**src/pkg/charger_pkg.sv**
```systemverilog
// Charger state machine package: states, timeout codes, timing counts.
// Assumes a 125 MHz system clock; timer ticks are derived from it.
package charger_pkg;

  typedef enum logic [2:0] {
    ST_SUSPEND  = 3'b000,
    ST_PRECOND  = 3'b001,
    ST_FAST     = 3'b010,
    ST_TOPOFF   = 3'b011,
    ST_SLEEP    = 3'b100,
    ST_FAULT    = 3'b101,
    ST_NOBAT    = 3'b110
  } charge_state_t;

  // Timeout select codes
  localparam logic [1:0] TMO_1H       = 2'h0;
  localparam logic [1:0] TMO_1P43H    = 2'h1;
  localparam logic [1:0] TMO_2H       = 2'h2;
  localparam logic [1:0] TMO_OFF      = 2'h3;
  localparam logic [1:0] TIMEOUT_SELECT_RESET = 2'h0;

  // Clock and tick: one tick per 36 s (0.01 hour); the count needs more than 32 bits
  localparam int unsigned     CLK_HZ       = 125000000;
  localparam int unsigned     TICK_SECONDS = 36;
  localparam longint unsigned TICK_CYCLES  = longint'(CLK_HZ) * TICK_SECONDS;

  // Timeouts in hundredths of an hour, as ticks
  localparam logic [9:0] PRE_TICKS_1H    = 10'h064;
  localparam logic [9:0] PRE_TICKS_1P43H = 10'h08F;
  localparam logic [9:0] PRE_TICKS_2H    = 10'h0C8;
  localparam logic [9:0] TOT_TICKS_3H    = 10'h12C;
  localparam logic [9:0] TOT_TICKS_4P3H  = 10'h1AE;
  localparam logic [9:0] TOT_TICKS_6H    = 10'h258;

  // Current limit code for the battery-less mode: 1000 mA
  localparam logic [3:0] NOBAT_CURRENT_CODE = 4'hF;

endpackage : charger_pkg

```
**src/pkg/timer_if.sv**
```systemverilog
// Interface between the state machine and its safety timer.
// Assumes a single clock shared by both ends.
`timescale 1ns/1ps
`default_nettype none
interface timer_if;
  logic       clear;      // Restart both counts
  logic       run_pre;    // Count precondition time
  logic       run_tot;    // Count total time
  logic [1:0] select;     // Timeout selection
  logic       pre_done;   // Precondition time expired
  logic       tot_done;   // Total time expired
  modport ctrl  (output clear, run_pre, run_tot, select, input pre_done, tot_done);
  modport timer (input clear, run_pre, run_tot, select, output pre_done, tot_done);
endinterface : timer_if
`default_nettype wire

```
**src/charge_timer.sv**
```systemverilog
// Precondition and total charge safety timers.
// Assumes a single clock; tick divider lives here.
`timescale 1ns/1ps
`default_nettype none
module charge_timer
  import charger_pkg::*;
#(
  parameter longint unsigned TICK_DIV = TICK_CYCLES
) (
  // Clock and reset
  input  wire logic clk_in,
  input  wire logic rst_in,
  // Control side
  timer_if.timer    tmr
);
  logic [32:0] div_count;  // Full-rate tick count exceeds 32 bits
  logic        tick;
  logic [9:0]  pre_count;
  logic [9:0]  tot_count;
  logic [9:0]  pre_limit;
  logic [9:0]  tot_limit;
  logic        disabled;

  // Limits per selection; code 11 never expires
  assign disabled  = (tmr.select == TMO_OFF);                           // [RQ1]
  assign pre_limit = (tmr.select == TMO_1P43H) ? PRE_TICKS_1P43H :
                     (tmr.select == TMO_2H)    ? PRE_TICKS_2H : PRE_TICKS_1H;  // [RQ1]
  assign tot_limit = (tmr.select == TMO_1P43H) ? TOT_TICKS_4P3H :
                     (tmr.select == TMO_2H)    ? TOT_TICKS_6H : TOT_TICKS_3H;  // [RQ1]
  assign tick      = (div_count == 33'(TICK_DIV - 64'h1));
  assign tmr.pre_done = !disabled && (pre_count >= pre_limit);
  assign tmr.tot_done = !disabled && (tot_count >= tot_limit);

  // Slow tick divider, restarted with the timers
  always_ff @(posedge clk_in) begin
    if (rst_in || tmr.clear || tick) begin
      div_count <= 33'h0;
    end else begin
      div_count <= div_count + 33'h1;
    end
  end

  // Counters saturate so a done flag never wraps away
  always_ff @(posedge clk_in) begin
    if (rst_in || tmr.clear) begin                                      // [RQ18]
      pre_count <= 10'h0;
      tot_count <= 10'h0;
    end else if (tick) begin                                            // [RQ18]
      if (tmr.run_pre && pre_count != 10'h3FF) pre_count <= pre_count + 10'h1;
      if (tmr.run_tot && tot_count != 10'h3FF) tot_count <= tot_count + 10'h1;
    end
  end
endmodule : charge_timer
`default_nettype wire

```
**src/charger_fsm.sv**
```systemverilog
// Charger control state machine for a single lithium cell.
// Assumes comparator inputs are clean, synchronous levels from the analog front end.
`timescale 1ns/1ps
`default_nettype none
// Contract
// [RQ1] Timeout select sets both timers; 11 disables
// [RQ2] New cycle starts in precondition at tenth current
// [RQ3] Precondition threshold reached moves to fast charge
// [RQ4] Precondition timeout flags fault state
// [RQ5] Fast charge commands constant current at setting
// [RQ6] Termination voltage reached moves to top-off
// [RQ7] Total timeout during fast charge goes to sleep
// [RQ8] Top-off constant voltage; end-of-charge goes sleep
// [RQ9] Sleep high impedance; restart below restart threshold
// [RQ10] Suspend bit set suspends; clearing restarts precondition
// [RQ11] Fault exits only to suspend on listed events
// [RQ12] No battery with input powers system at 1000mA
// [RQ13] No battery keeps timers disabled, thermal active; this design has no thermal input or regulation
// [RQ14] Host stops battery-less powering via pin or bit
// [RQ15] Battery reconnect resets timers, enters precondition
// [RQ16] Input loss forces suspend and isolates battery
// [RQ17] Enable pin high disables charger always
// [RQ18] Timers count a slow tick, cleared on reset
// [RQ19] State and sticky fault readable by software
module charger_fsm
  import charger_pkg::*;
#(
  parameter longint unsigned TICK_DIV = TICK_CYCLES
) (
  // Clock and reset
  input  wire logic       clk_in,
  input  wire logic       rst_in,
  // Software and pin controls
  input  wire logic [1:0] timeout_select_in,
  input  wire logic [3:0] fast_current_setting_in,
  input  wire logic       suspend_charge_in,
  input  wire logic       charge_enable_n_in,
  input  wire logic       fault_clear_in,
  // Comparator results
  input  wire logic       supply_ok_in,        // Input above 4 V lockout level
  input  wire logic       supply_above_bat_in, // Input above battery voltage
  input  wire logic       battery_present_in,
  input  wire logic       above_precond_in,    // Battery above 2.9 V
  input  wire logic       at_termination_in,   // Battery at termination setting
  input  wire logic       below_restart_in,    // Battery 200 mV under termination
  input  wire logic       below_eoc_in,        // Current under tenth of setting
  // Regulation commands
  output logic            charger_on_out,
  output logic            cc_mode_out,
  output logic            cv_mode_out,
  output logic            precond_current_out, // Tenth of setting
  output logic [3:0]      current_code_out,
  output logic            battery_isolate_out,
  // Status
  output logic [2:0]      state_out,
  output logic            timeout_fault_out
);
  timer_if tmr ();
  charge_state_t state;
  charge_state_t next_state;
  logic          suspend_cause;
  logic          suspend_prev;
  logic          suspend_fall;
  logic          host_off;
  logic          supply_lost;
  // One-hot view of the coming state, shared by all output decodes
  logic          to_suspend;
  logic          to_precond;
  logic          to_fast;
  logic          to_topoff;
  logic          to_sleep;
  logic          to_fault;
  logic          to_nobat;
  // Coming values of the registered outputs
  logic          next_on;
  logic          next_cc;
  logic          next_cv;
  logic          next_pre;
  logic          next_iso;
  logic [3:0]    next_code;
  logic          next_fault;

  // Safety timers; frozen outside precondition and fast charge
  charge_timer #(.TICK_DIV(TICK_DIV)) u_timer (
    .clk_in (clk_in),
    .rst_in (rst_in),
    .tmr    (tmr)
  );

  // Host request and supply loss, each enough to force the charger off
  assign host_off      = suspend_charge_in || charge_enable_n_in;      // [RQ10] [RQ17] [RQ14]
  assign supply_lost   = !supply_ok_in || !supply_above_bat_in;        // [RQ16]
  assign suspend_cause = host_off || supply_lost;                      // [RQ11]
  // Falling edge of the suspend bit
  assign suspend_fall  = suspend_prev && !suspend_charge_in;

  // Timer control: counting only in precondition and fast charge
  assign tmr.select  = timeout_select_in;                               // [RQ1]
  assign tmr.run_pre = (state == ST_PRECOND);
  assign tmr.run_tot = (state == ST_PRECOND) || (state == ST_FAST);     // [RQ13]
  // Restart timers when entering precondition from elsewhere
  assign tmr.clear   = to_precond && (state != ST_PRECOND);             // [RQ10] [RQ15]

  // Next state; fault leaves only toward suspend
  always_comb begin
    next_state = state;
    case (state)
      ST_SUSPEND: begin
        if (!suspend_cause)
          next_state = battery_present_in ? ST_PRECOND : ST_NOBAT;      // [RQ2] [RQ12]
      end
      // Tenth current until the cell passes the threshold
      ST_PRECOND: begin
        if (suspend_cause)               next_state = ST_SUSPEND;
        else if (!battery_present_in)    next_state = ST_NOBAT;
        else if (above_precond_in)       next_state = ST_FAST;          // [RQ3]
        else if (tmr.pre_done)           next_state = ST_FAULT;         // [RQ4]
      end
      // Full current until the termination voltage
      ST_FAST: begin
        if (suspend_cause)               next_state = ST_SUSPEND;
        else if (!battery_present_in)    next_state = ST_NOBAT;
        else if (at_termination_in)      next_state = ST_TOPOFF;        // [RQ6]
        else if (tmr.tot_done)           next_state = ST_SLEEP;         // [RQ7]
      end
      // Constant voltage until the current tails off
      ST_TOPOFF: begin
        if (suspend_cause)               next_state = ST_SUSPEND;
        else if (!battery_present_in)    next_state = ST_NOBAT;
        else if (below_eoc_in)           next_state = ST_SLEEP;         // [RQ8]
      end
      // Switch open; a restart skips precondition
      ST_SLEEP: begin
        if (suspend_cause)               next_state = ST_SUSPEND;
        else if (!battery_present_in)    next_state = ST_NOBAT;
        else if (below_restart_in)       next_state = ST_FAST;          // [RQ9]
      end
      // A damaged cell stays here until a host or supply event or battery removal
      ST_FAULT: begin
        if (suspend_cause || !battery_present_in) next_state = ST_SUSPEND; // [RQ11]
      end
      // No cell: power the system with the timers held
      ST_NOBAT: begin
        if (suspend_cause)               next_state = ST_SUSPEND;       // [RQ14]
        else if (battery_present_in)     next_state = ST_PRECOND;       // [RQ15]
      end
      // Unused code 111 falls back to suspend
      default: next_state = ST_SUSPEND;
    endcase
    // Clearing the suspend bit restarts with precondition when no other cause is present and a battery is present
    if (suspend_fall && !suspend_cause && battery_present_in)
      next_state = ST_PRECOND;                                          // [RQ10]
  end

  // Coming-state decode; outputs are registered from these so they
  // always agree with state_out in the same cycle
  assign to_suspend = (next_state == ST_SUSPEND);
  assign to_precond = (next_state == ST_PRECOND);
  assign to_fast    = (next_state == ST_FAST);
  assign to_topoff  = (next_state == ST_TOPOFF);
  assign to_sleep   = (next_state == ST_SLEEP);
  assign to_fault   = (next_state == ST_FAULT);
  assign to_nobat   = (next_state == ST_NOBAT);

  // Regulation commands of the coming state
  assign next_on    = to_precond || to_fast || to_topoff || to_nobat;   // [RQ17]
  assign next_cc    = to_precond || to_fast;                            // [RQ5]
  assign next_cv    = to_topoff || to_nobat;                            // [RQ8] [RQ12]
  assign next_pre   = to_precond;                                       // [RQ2]
  // Battery-less mode ignores the programmed current and uses the full limit
  assign next_code  = to_nobat ? NOBAT_CURRENT_CODE : fast_current_setting_in; // [RQ12]
  // Sleep, suspend and fault keep the switch open to spare the cell
  assign next_iso   = to_sleep || to_suspend || to_fault;               // [RQ9] [RQ16]
  // Sticky fault; a fresh fault outranks a clear in the same cycle
  assign next_fault = to_fault || (timeout_fault_out && !fault_clear_in); // [RQ4] [RQ19]

  // State register; start suspended until conditions settle
  always_ff @(posedge clk_in) begin
    if (rst_in) begin
      state <= ST_SUSPEND;
    end else begin
      state <= next_state;
    end
  end

  // Last suspend bit, for spotting its release
  always_ff @(posedge clk_in) begin
    if (rst_in) begin
      suspend_prev <= 1'b0;
    end else begin
      suspend_prev <= suspend_charge_in;
    end
  end

  // Regulation commands; reset leaves the switch open until a state is chosen
  always_ff @(posedge clk_in) begin
    if (rst_in) begin
      charger_on_out      <= 1'b0;
      cc_mode_out         <= 1'b0;
      cv_mode_out         <= 1'b0;
      precond_current_out <= 1'b0;
      current_code_out    <= 4'h0;
      battery_isolate_out <= 1'b1;
    end else begin
      charger_on_out      <= next_on;
      cc_mode_out         <= next_cc;
      cv_mode_out         <= next_cv;
      precond_current_out <= next_pre;
      current_code_out    <= next_code;
      battery_isolate_out <= next_iso;
    end
  end

  // Status for software
  always_ff @(posedge clk_in) begin
    if (rst_in) begin
      state_out         <= 3'h0;
      timeout_fault_out <= 1'b0;
    end else begin
      state_out         <= next_state;                                  // [RQ19]
      timeout_fault_out <= next_fault;                                  // [RQ19]
    end
  end
endmodule : charger_fsm
`default_nettype wire

```
**config.mk**
```make
export PLATFORM = sky130hd
export DESIGN_NAME = charger_fsm
export DESIGN_NICKNAME = d
export VERILOG_FILES = /design/src/pkg/charger_pkg.sv /design/src/pkg/timer_if.sv /design/src/charge_timer.sv /design/src/charger_fsm.sv
export SDC_FILE = /design/constraint.sdc
export NUM_CORES = 1
export LEC_CHECK = 0
export BUFFER_PORTS_ARGS = -buffer_cell sky130_fd_sc_hd__buf_2
export CAP_MARGIN = 5
export CELL_PAD_IN_SITES_DETAIL_PLACEMENT = 2
export CELL_PAD_IN_SITES_GLOBAL_PLACEMENT = 2
export CORE_UTILIZATION = 41
export DETAILED_ROUTE_END_ITERATION = 8
export GPL_TIMING_DRIVEN = 1
export PLACE_DENSITY = 0.95
export SYNTH_ARGS = -nofsm -noshare
export SYNTH_HDL_FRONTEND = slang
export SYNTH_SLANG_ARGS = --single-unit
export TNS_END_PERCENT = 30
```
**constraint.sdc**
```tcl
create_clock -name clk_in -period 6.3 [get_ports clk_in]
set_clock_uncertainty 0.05 [all_clocks]
set_input_delay 1.575 -clock clk_in [delete_from_list [all_inputs] [get_ports clk_in]]
set_output_delay 1.575 -clock clk_in [all_outputs]
set_load 0.05 [all_outputs]
```
=== Word-level counts from Yosys, hierarchy flattened ===
Cells that the tools add are included.

* Register bits after elaboration: 67
* Latch bits: 0
* Bits in writable memories: 0
* Bits in read-only memories: 0
* Bits of input ports: 18
* Output and inout port bits: 13
* Word-level logic and storage cells: 96
* Memories: 0

* Add/subtract/negate cells: 3
* Multiply operators: 0
* Div/mod/pow operators: 0
* Order comparisons: 2
* Equal/unequal tests: 19
* Shift operators: 0
* Multiplexer cells: 26
* Bitwise logic cells: 0
* Reduce and logical (&&, ||, !) cells: 34

{| class="wikitable"
|+ Operators with widths
! cell !! number
|-
| $mux W3 || 20
|-
| $add A33 B1 Y33 const B || 1
|-
| $eq A33 B33 Y1 const B || 1
|-
| $mux W10 || 3
|-
| $pmux W3 S7 || 1
|-
| $add A10 B1 Y10 const B || 2
|-
| $ge A10 B10 Y1 || 2
|-
| $ne A10 B10 Y1 const B || 2
|-
| $eq A3 B3 Y1 const B || 6
|-
| $logic_or A1 B1 Y1 || 14
|-
| $eq A3 B2 Y1 const B || 4
|-
| $logic_and A1 B1 Y1 || 9
|-
| $mux W8 || 1
|-
| $logic_not A1 Y1 || 7
|-
| $eq A3 B1 Y1 const B || 2
|-
| $logic_not A3 Y1 || 2
|-
| $eq A2 B2 Y1 const B || 2
|-
| $mux W4 || 1
|-
| $reduce_and A2 Y1 || 2
|-
| $ne A3 B1 Y1 const B || 1
|-
| $eq A2 B1 Y1 const B || 1
|}

=== Logic depth before layout (Yosys ltp) ===
* Word-level depth: 15
* Mapped depth: 14
* Gate-level depth less buffers: 11

=== Cells and area by module ===
A second synthesis with hierarchy kept.

* Cell total of the unflattened synthesis: 421
* Area, all modules: 3629.7 um2

{| class="wikitable"
|+ By module, submodules not included
! module !! times used !! cells an instance !! area each (um2)
|-
| charge_timer || 1 || 337 || 2899.0
|-
| charger_fsm || 1 || 84 || 730.7
|}

=== Worst setup path after synthesis ===
No wires, ideal clock.

* Kind: input port to flip-flop
* Start point: input port timeout_select_in[0]
* End point: register u_timer.pre_count[0]
* Setup time: 141 ps
* Arrival time: 3768 ps
* Data required time: 6109 ps
* Path slack: 2341 ps
* Stages: 11
* Path buffers: 2
* Cell sequence: inv_1 > ha_1 > ha_1 > a2111o_1 > a32oi_1 > o211ai_1 > o31ai_2 > and3_4 > buf_12 > buf_12 > nor3_2

* Longest elaborated chain between the ends: 14
* Elaborated cells between the ends (all ways): 25
* Those cells by class: 2 x order compare; 4 x eq/ne; 14 x mux; 5 x reduce/logical

{| class="wikitable"
|+ Ends and longest elaborated chain
! what !! line !! source
|-
| from (decl) || charger_fsm.sv:34 || <nowiki>input wire logic [1:0] timeout_select_in,</nowiki>
|-
| $eq A2 B2 Y1 || charge_timer.sv:27, charge_timer.sv:29 ||
|-
| $mux W10 or $mux W8 (tied branches) || charge_timer.sv:29, charge_timer.sv:27 ||
|-
| $mux W10 (on tied branches) || charge_timer.sv:28, charge_timer.sv:26 ||
|-
| $ge A10 B10 Y1 (on tied branches) || charge_timer.sv:32, charge_timer.sv:31 ||
|-
| $logic_and A1 B1 Y1 (on tied branches) || charge_timer.sv:32, charge_timer.sv:31 ||
|-
| $mux W3 (on tied branches) || charger_fsm.sv:124, charger_fsm.sv:117 ||
|-
| $mux W3 (on tied branches) || charger_fsm.sv:123, charger_fsm.sv:116 ||
|-
| $mux W3 (on tied branches) || charger_fsm.sv:122, charger_fsm.sv:115 ||
|-
| $mux W3 (on tied branches) || charger_fsm.sv:121, charger_fsm.sv:114 ||
|-
| $pmux W3 S7 (*) || charger_fsm.sv:107 || <nowiki>case (state)</nowiki>
|-
| $mux W3 (*) || charger_fsm.sv:151 || <nowiki>if (suspend_fall && !suspend_cause && battery_present_in)</nowiki>
|-
| $eq A3 B1 Y1 (*) || charger_fsm.sv:158 || <nowiki>assign to_precond = (next_state == ST_PRECOND);</nowiki>
|-
| $logic_and A1 B1 Y1 (*) || charger_fsm.sv:102 || <nowiki>assign tmr.clear = to_precond && (state != ST_PRECOND);</nowiki>
|-
| $logic_or A1 B1 Y1 (*) || charge_timer.sv:45 || <nowiki>if (rst_in || tmr.clear) begin</nowiki>
|-
| to (signal assigned) || charge_timer.sv:49 || <nowiki>if (tmr.run_pre && pre_count != 10'h3FF) pre_count <= pre_count + 10'h1;</nowiki>
|-
| to (decl) || charge_timer.sv:18 || <nowiki>logic [9:0] pre_count;</nowiki>
|}

Mark *: on every way between the ends. The rest lies on a longest branch, timed or not.
A chain may end at the register's enable or synchronous reset.

=== Worst setup path in the final report ===
* Start point: input port timeout_select_in[0]
* End point: register u_timer.div_count[7]

* Longest elaborated chain between the ends: 15
* Elaborated cells between the ends (all ways): 26
* Those cells by class: 2 x order compare; 4 x eq/ne; 14 x mux; 6 x reduce/logical

{| class="wikitable"
|+ Ends and longest elaborated chain
! what !! line !! source
|-
| $eq A2 B2 Y1 || charge_timer.sv:27, charge_timer.sv:29 ||
|-
| $mux W10 or $mux W8 (tied branches) || charge_timer.sv:29, charge_timer.sv:27 ||
|-
| $mux W10 (on tied branches) || charge_timer.sv:28, charge_timer.sv:26 ||
|-
| $ge A10 B10 Y1 (on tied branches) || charge_timer.sv:32, charge_timer.sv:31 ||
|-
| $logic_and A1 B1 Y1 (on tied branches) || charge_timer.sv:32, charge_timer.sv:31 ||
|-
| $mux W3 (on tied branches) || charger_fsm.sv:124, charger_fsm.sv:117 ||
|-
| $mux W3 (on tied branches) || charger_fsm.sv:123, charger_fsm.sv:116 ||
|-
| $mux W3 (on tied branches) || charger_fsm.sv:122, charger_fsm.sv:115 ||
|-
| $mux W3 (on tied branches) || charger_fsm.sv:121, charger_fsm.sv:114 ||
|-
| $pmux W3 S7 (*) || charger_fsm.sv:107 ||
|-
| $mux W3 (*) || charger_fsm.sv:151 ||
|-
| $eq A3 B1 Y1 (*) || charger_fsm.sv:158 ||
|-
| $logic_and A1 B1 Y1 (*) || charger_fsm.sv:102 ||
|-
| $logic_or A1 B1 Y1 (*) (2 in a row) || charge_timer.sv:36 || <nowiki>if (rst_in || tmr.clear || tick) begin</nowiki>
|-
| to (signal assigned) || charge_timer.sv:39 || <nowiki>div_count <= div_count + 33'h1;</nowiki>
|-
| to (decl) || charge_timer.sv:16 || <nowiki>logic [32:0] div_count;</nowiki>
|}

Marked as above.

==> results.toml <==
[die]
die_h_um = 99.5
dieWidth_um = 99.5
die_area_um2 = 9890
start_util = 0.421
num_io_pins = 31
core_um2 = 9240
fp-row-count = 35

[drt]
postRouteAntennaNets = 0
drt_pass1_iterations = 4
detail_route.iter0.violations = 101
vias_per_cell = 5.52
routedWlPerCell_um = 21.9
drt_wl_total_um = 12400
drcViolationCount = 0
vias = 3109

[sta]
slew_viol_final = 0
setup_tns_ps = 0
relSlewSlack = 0.375
max_clock_freq_ghz = 0.206
worst_pin_slew_ps = 938
hold_viol = 0
period_needed_ps = 4860
setup_viol = 0
layout_setup_ws_ps = 1440
rsz0062_at_grt = "false"
period_share = 0.772

[grt]
grt-ovfl-total = 0
grt_pass1_vias = 3571
grt_pass1_wl_um = 20000
grt_use_total = 0.270
antenna_found_initial = 1
grt_max_degree = 54

[setup_path]
max_stage_delay_ps = 850
cp_top_family = "simple AND/OR/NAND/NOR gates"
startpoint = "timeout_select_in[0]"
r2r_start = "u_timer.tot_count[1]"
cp.required_ps = 6450
path_buf_inv = 3
crit_slowest_cell = "and3_4"
crit_type = "in2reg"
worstPathMaxFanout = 53
endpoint_kind = "flop"
start_kind = "input port"
crit_chain = "buf_2, inv_1, ha_1, inv_1, ha_1, nand3_1, a211oi_1, o2111ai_1, a2111oi_0, or2_1, and3_4, nor3_1"
arrival_ps = 5010

[cells_and_area]
drive_above_1_share = 0.254
nNetsFinal = 466
fin_util = 0.463
final_area_um2 = 4280
synthToLayoutAreaGrowth_pct = 9.93
num-fill-cells = 1016

[run]
cap_violations = 0

[logic_synthesis]
synth-edff-count = 0
ys_types = 58
ys_ff_latch = 67
syn-instance-count = 405
yosysWarningCount = 0
async_reset_ff_frac = 0
synth_fp_nets = 443
synth.avg_cell_area_um2 = 9.61
ys.flop_type = "dfxtp_1"
syn_area_um2 = 3890
yosysSeqAreaShare = 0.344

[clock_tree]
cts_root_buf = "clkbuf_8"
clkLatencyLatePin_ps = 360
numCtsBuffers = 9
cts_sinks = 67
clkSlewWorstSetupHoldPaths_ps = 90
postCtsHoldBufs = 0
cts_resized = 0
clk_path_buf_depth = 2
postCtsSetupBuffers = 0
h-tree-depth = 3
cts_tree = "built"

[placement]
dp_hpwl_um = 8610
dpl_cell_area_um2 = 4030
preCtsSetupSlack_ps = 1060
gp_congestion = 0.758
port_buffers = 30

[power]
p_leak_nw = 1.69
peakVddDrop_mv = 0.107
powerDensity_nw_per_um2 = 221
power_mw = 0.945

[run_status]
outcome = "completed"

[min_path]
min_from = "u_timer.div_count[0]"
hp-class = "reg2reg"
-- path summary, 6_finish.rpt --
check,endpoint,slack [ps],depth (start not counted)
worst max-delay path,u_timer.div_count[7],1440,12
worst min-delay path,u_timer.div_count[0],480,1
worst max register to register,u_timer.div_count[7],2870,9
worst min register to register,u_timer.div_count[0],480,1
-- logic make-up after synthesis --
family / after synthesis / share of synthesized area
muxes: 2 / 0.00514
xor gates and xnor gates: 51 / 0.115
AOI/OAI and AO/OA: 40 / 0.0736
DFF: 67 / 0.344
adders and majority gates: 20 / 0.0643
and+or+nand+nor: 191 / 0.336
buffers and inverters: 34 / 0.0620
-- synthesized netlist by cell type, drive strengths merged, types with 4 or more instances --
cell	count	share of area
nand2b	5	0.0080
xnor2	16	0.036
nor3b	4	0.010
dfxtp	67	0.34
nand3	22	0.030
o21ai	9	0.012
a21oi	9	0.012
nor2	21	0.020
nor3	58	0.14
clkbuf	6	0.0058
xor2	35	0.079
nor2b	6	0.0096
nand2	25	0.024
nor4	5	0.012
and2	5	0.0080
nand4	13	0.022
buf	13	0.042
and3	14	0.024
o31ai	4	0.0090
inv	15	0.014
ha	20	0.064
-- sequential cells by signal, summed over array words and instances, names as in the netlist --
| signal | count |
|---|---|
| charger_on_out | 1 |
| state_out | 3 |
| u_timer.div_count | 33 |
| current_code_out | 4 |
| timeout_fault_out | 1 |
| u_timer.pre_count | 10 |
| u_timer.tot_count | 10 |
| battery_isolate_out | 1 |
| precond_current_out | 1 |
| cv_mode_out | 1 |
| suspend_prev | 1 |
| cc_mode_out | 1 |
-- placed cells by master (no fill, tap or decap), types with 7 or more instances in the layout --
cell type	count
a21oi_1	9
nor2_1	21
nor3_1	7
dfxtp_1	67
xnor2_1	16
xor2_1	35
clkbuf_8	10
ha_1	20
nor3_2	51
nand3_1	21
nand4_1	12
nand2_1	25
o21ai_0	9
and3_1	13
buf_2	30
inv_1	15
-- report_power, final --
part           internal [mW]  switching [mW]  total (mW)
logic                 0.0172          0.0397      0.0569
clock network          0.274           0.184       0.457
registers              0.427         0.00315       0.430
-- per-stage QoR --
step | hold slack, ps | std cells
finish | 480 | 563
CTS | 483 | 562
detailed placement | 463 | 546
global placement | 416 | 546
floorplan | 388 | 405
global route | 503 | 563
-- routing by layer --
| layer | share of wire | vias up | track usage | wire length [um] |
|---|---|---|---|---|
| met4 | 0.031 | 0 | 0.129 | 377 |
| met3 | 0.016 | 24 | 0.0344 | 192 |
| li1 | - | 1485 | - | - |
| met1 | 0.41 | 1561 | 0.296 | 5040 |
| met5 | 0 | - | 0 | 0 |
| met2 | 0.55 | 39 | 0.511 | 6750 |
-- area by class of cell --
cell class                      instances  area (um^2)  share of cell area
Timing Repair Buffer                   31          158              0.0368
Antenna cell                            1         2.50            0.000585
Sequential cell                        67         1340               0.313
Inverter                               15         56.3              0.0132
Clock inverter                          6          113              0.0263
Clock buffer                           10          138              0.0322
Multi-Input combinational cell        304         2310               0.540
Tap cell                              129          161              0.0377
No activity file was read; power rests on OpenSTA's default activity.
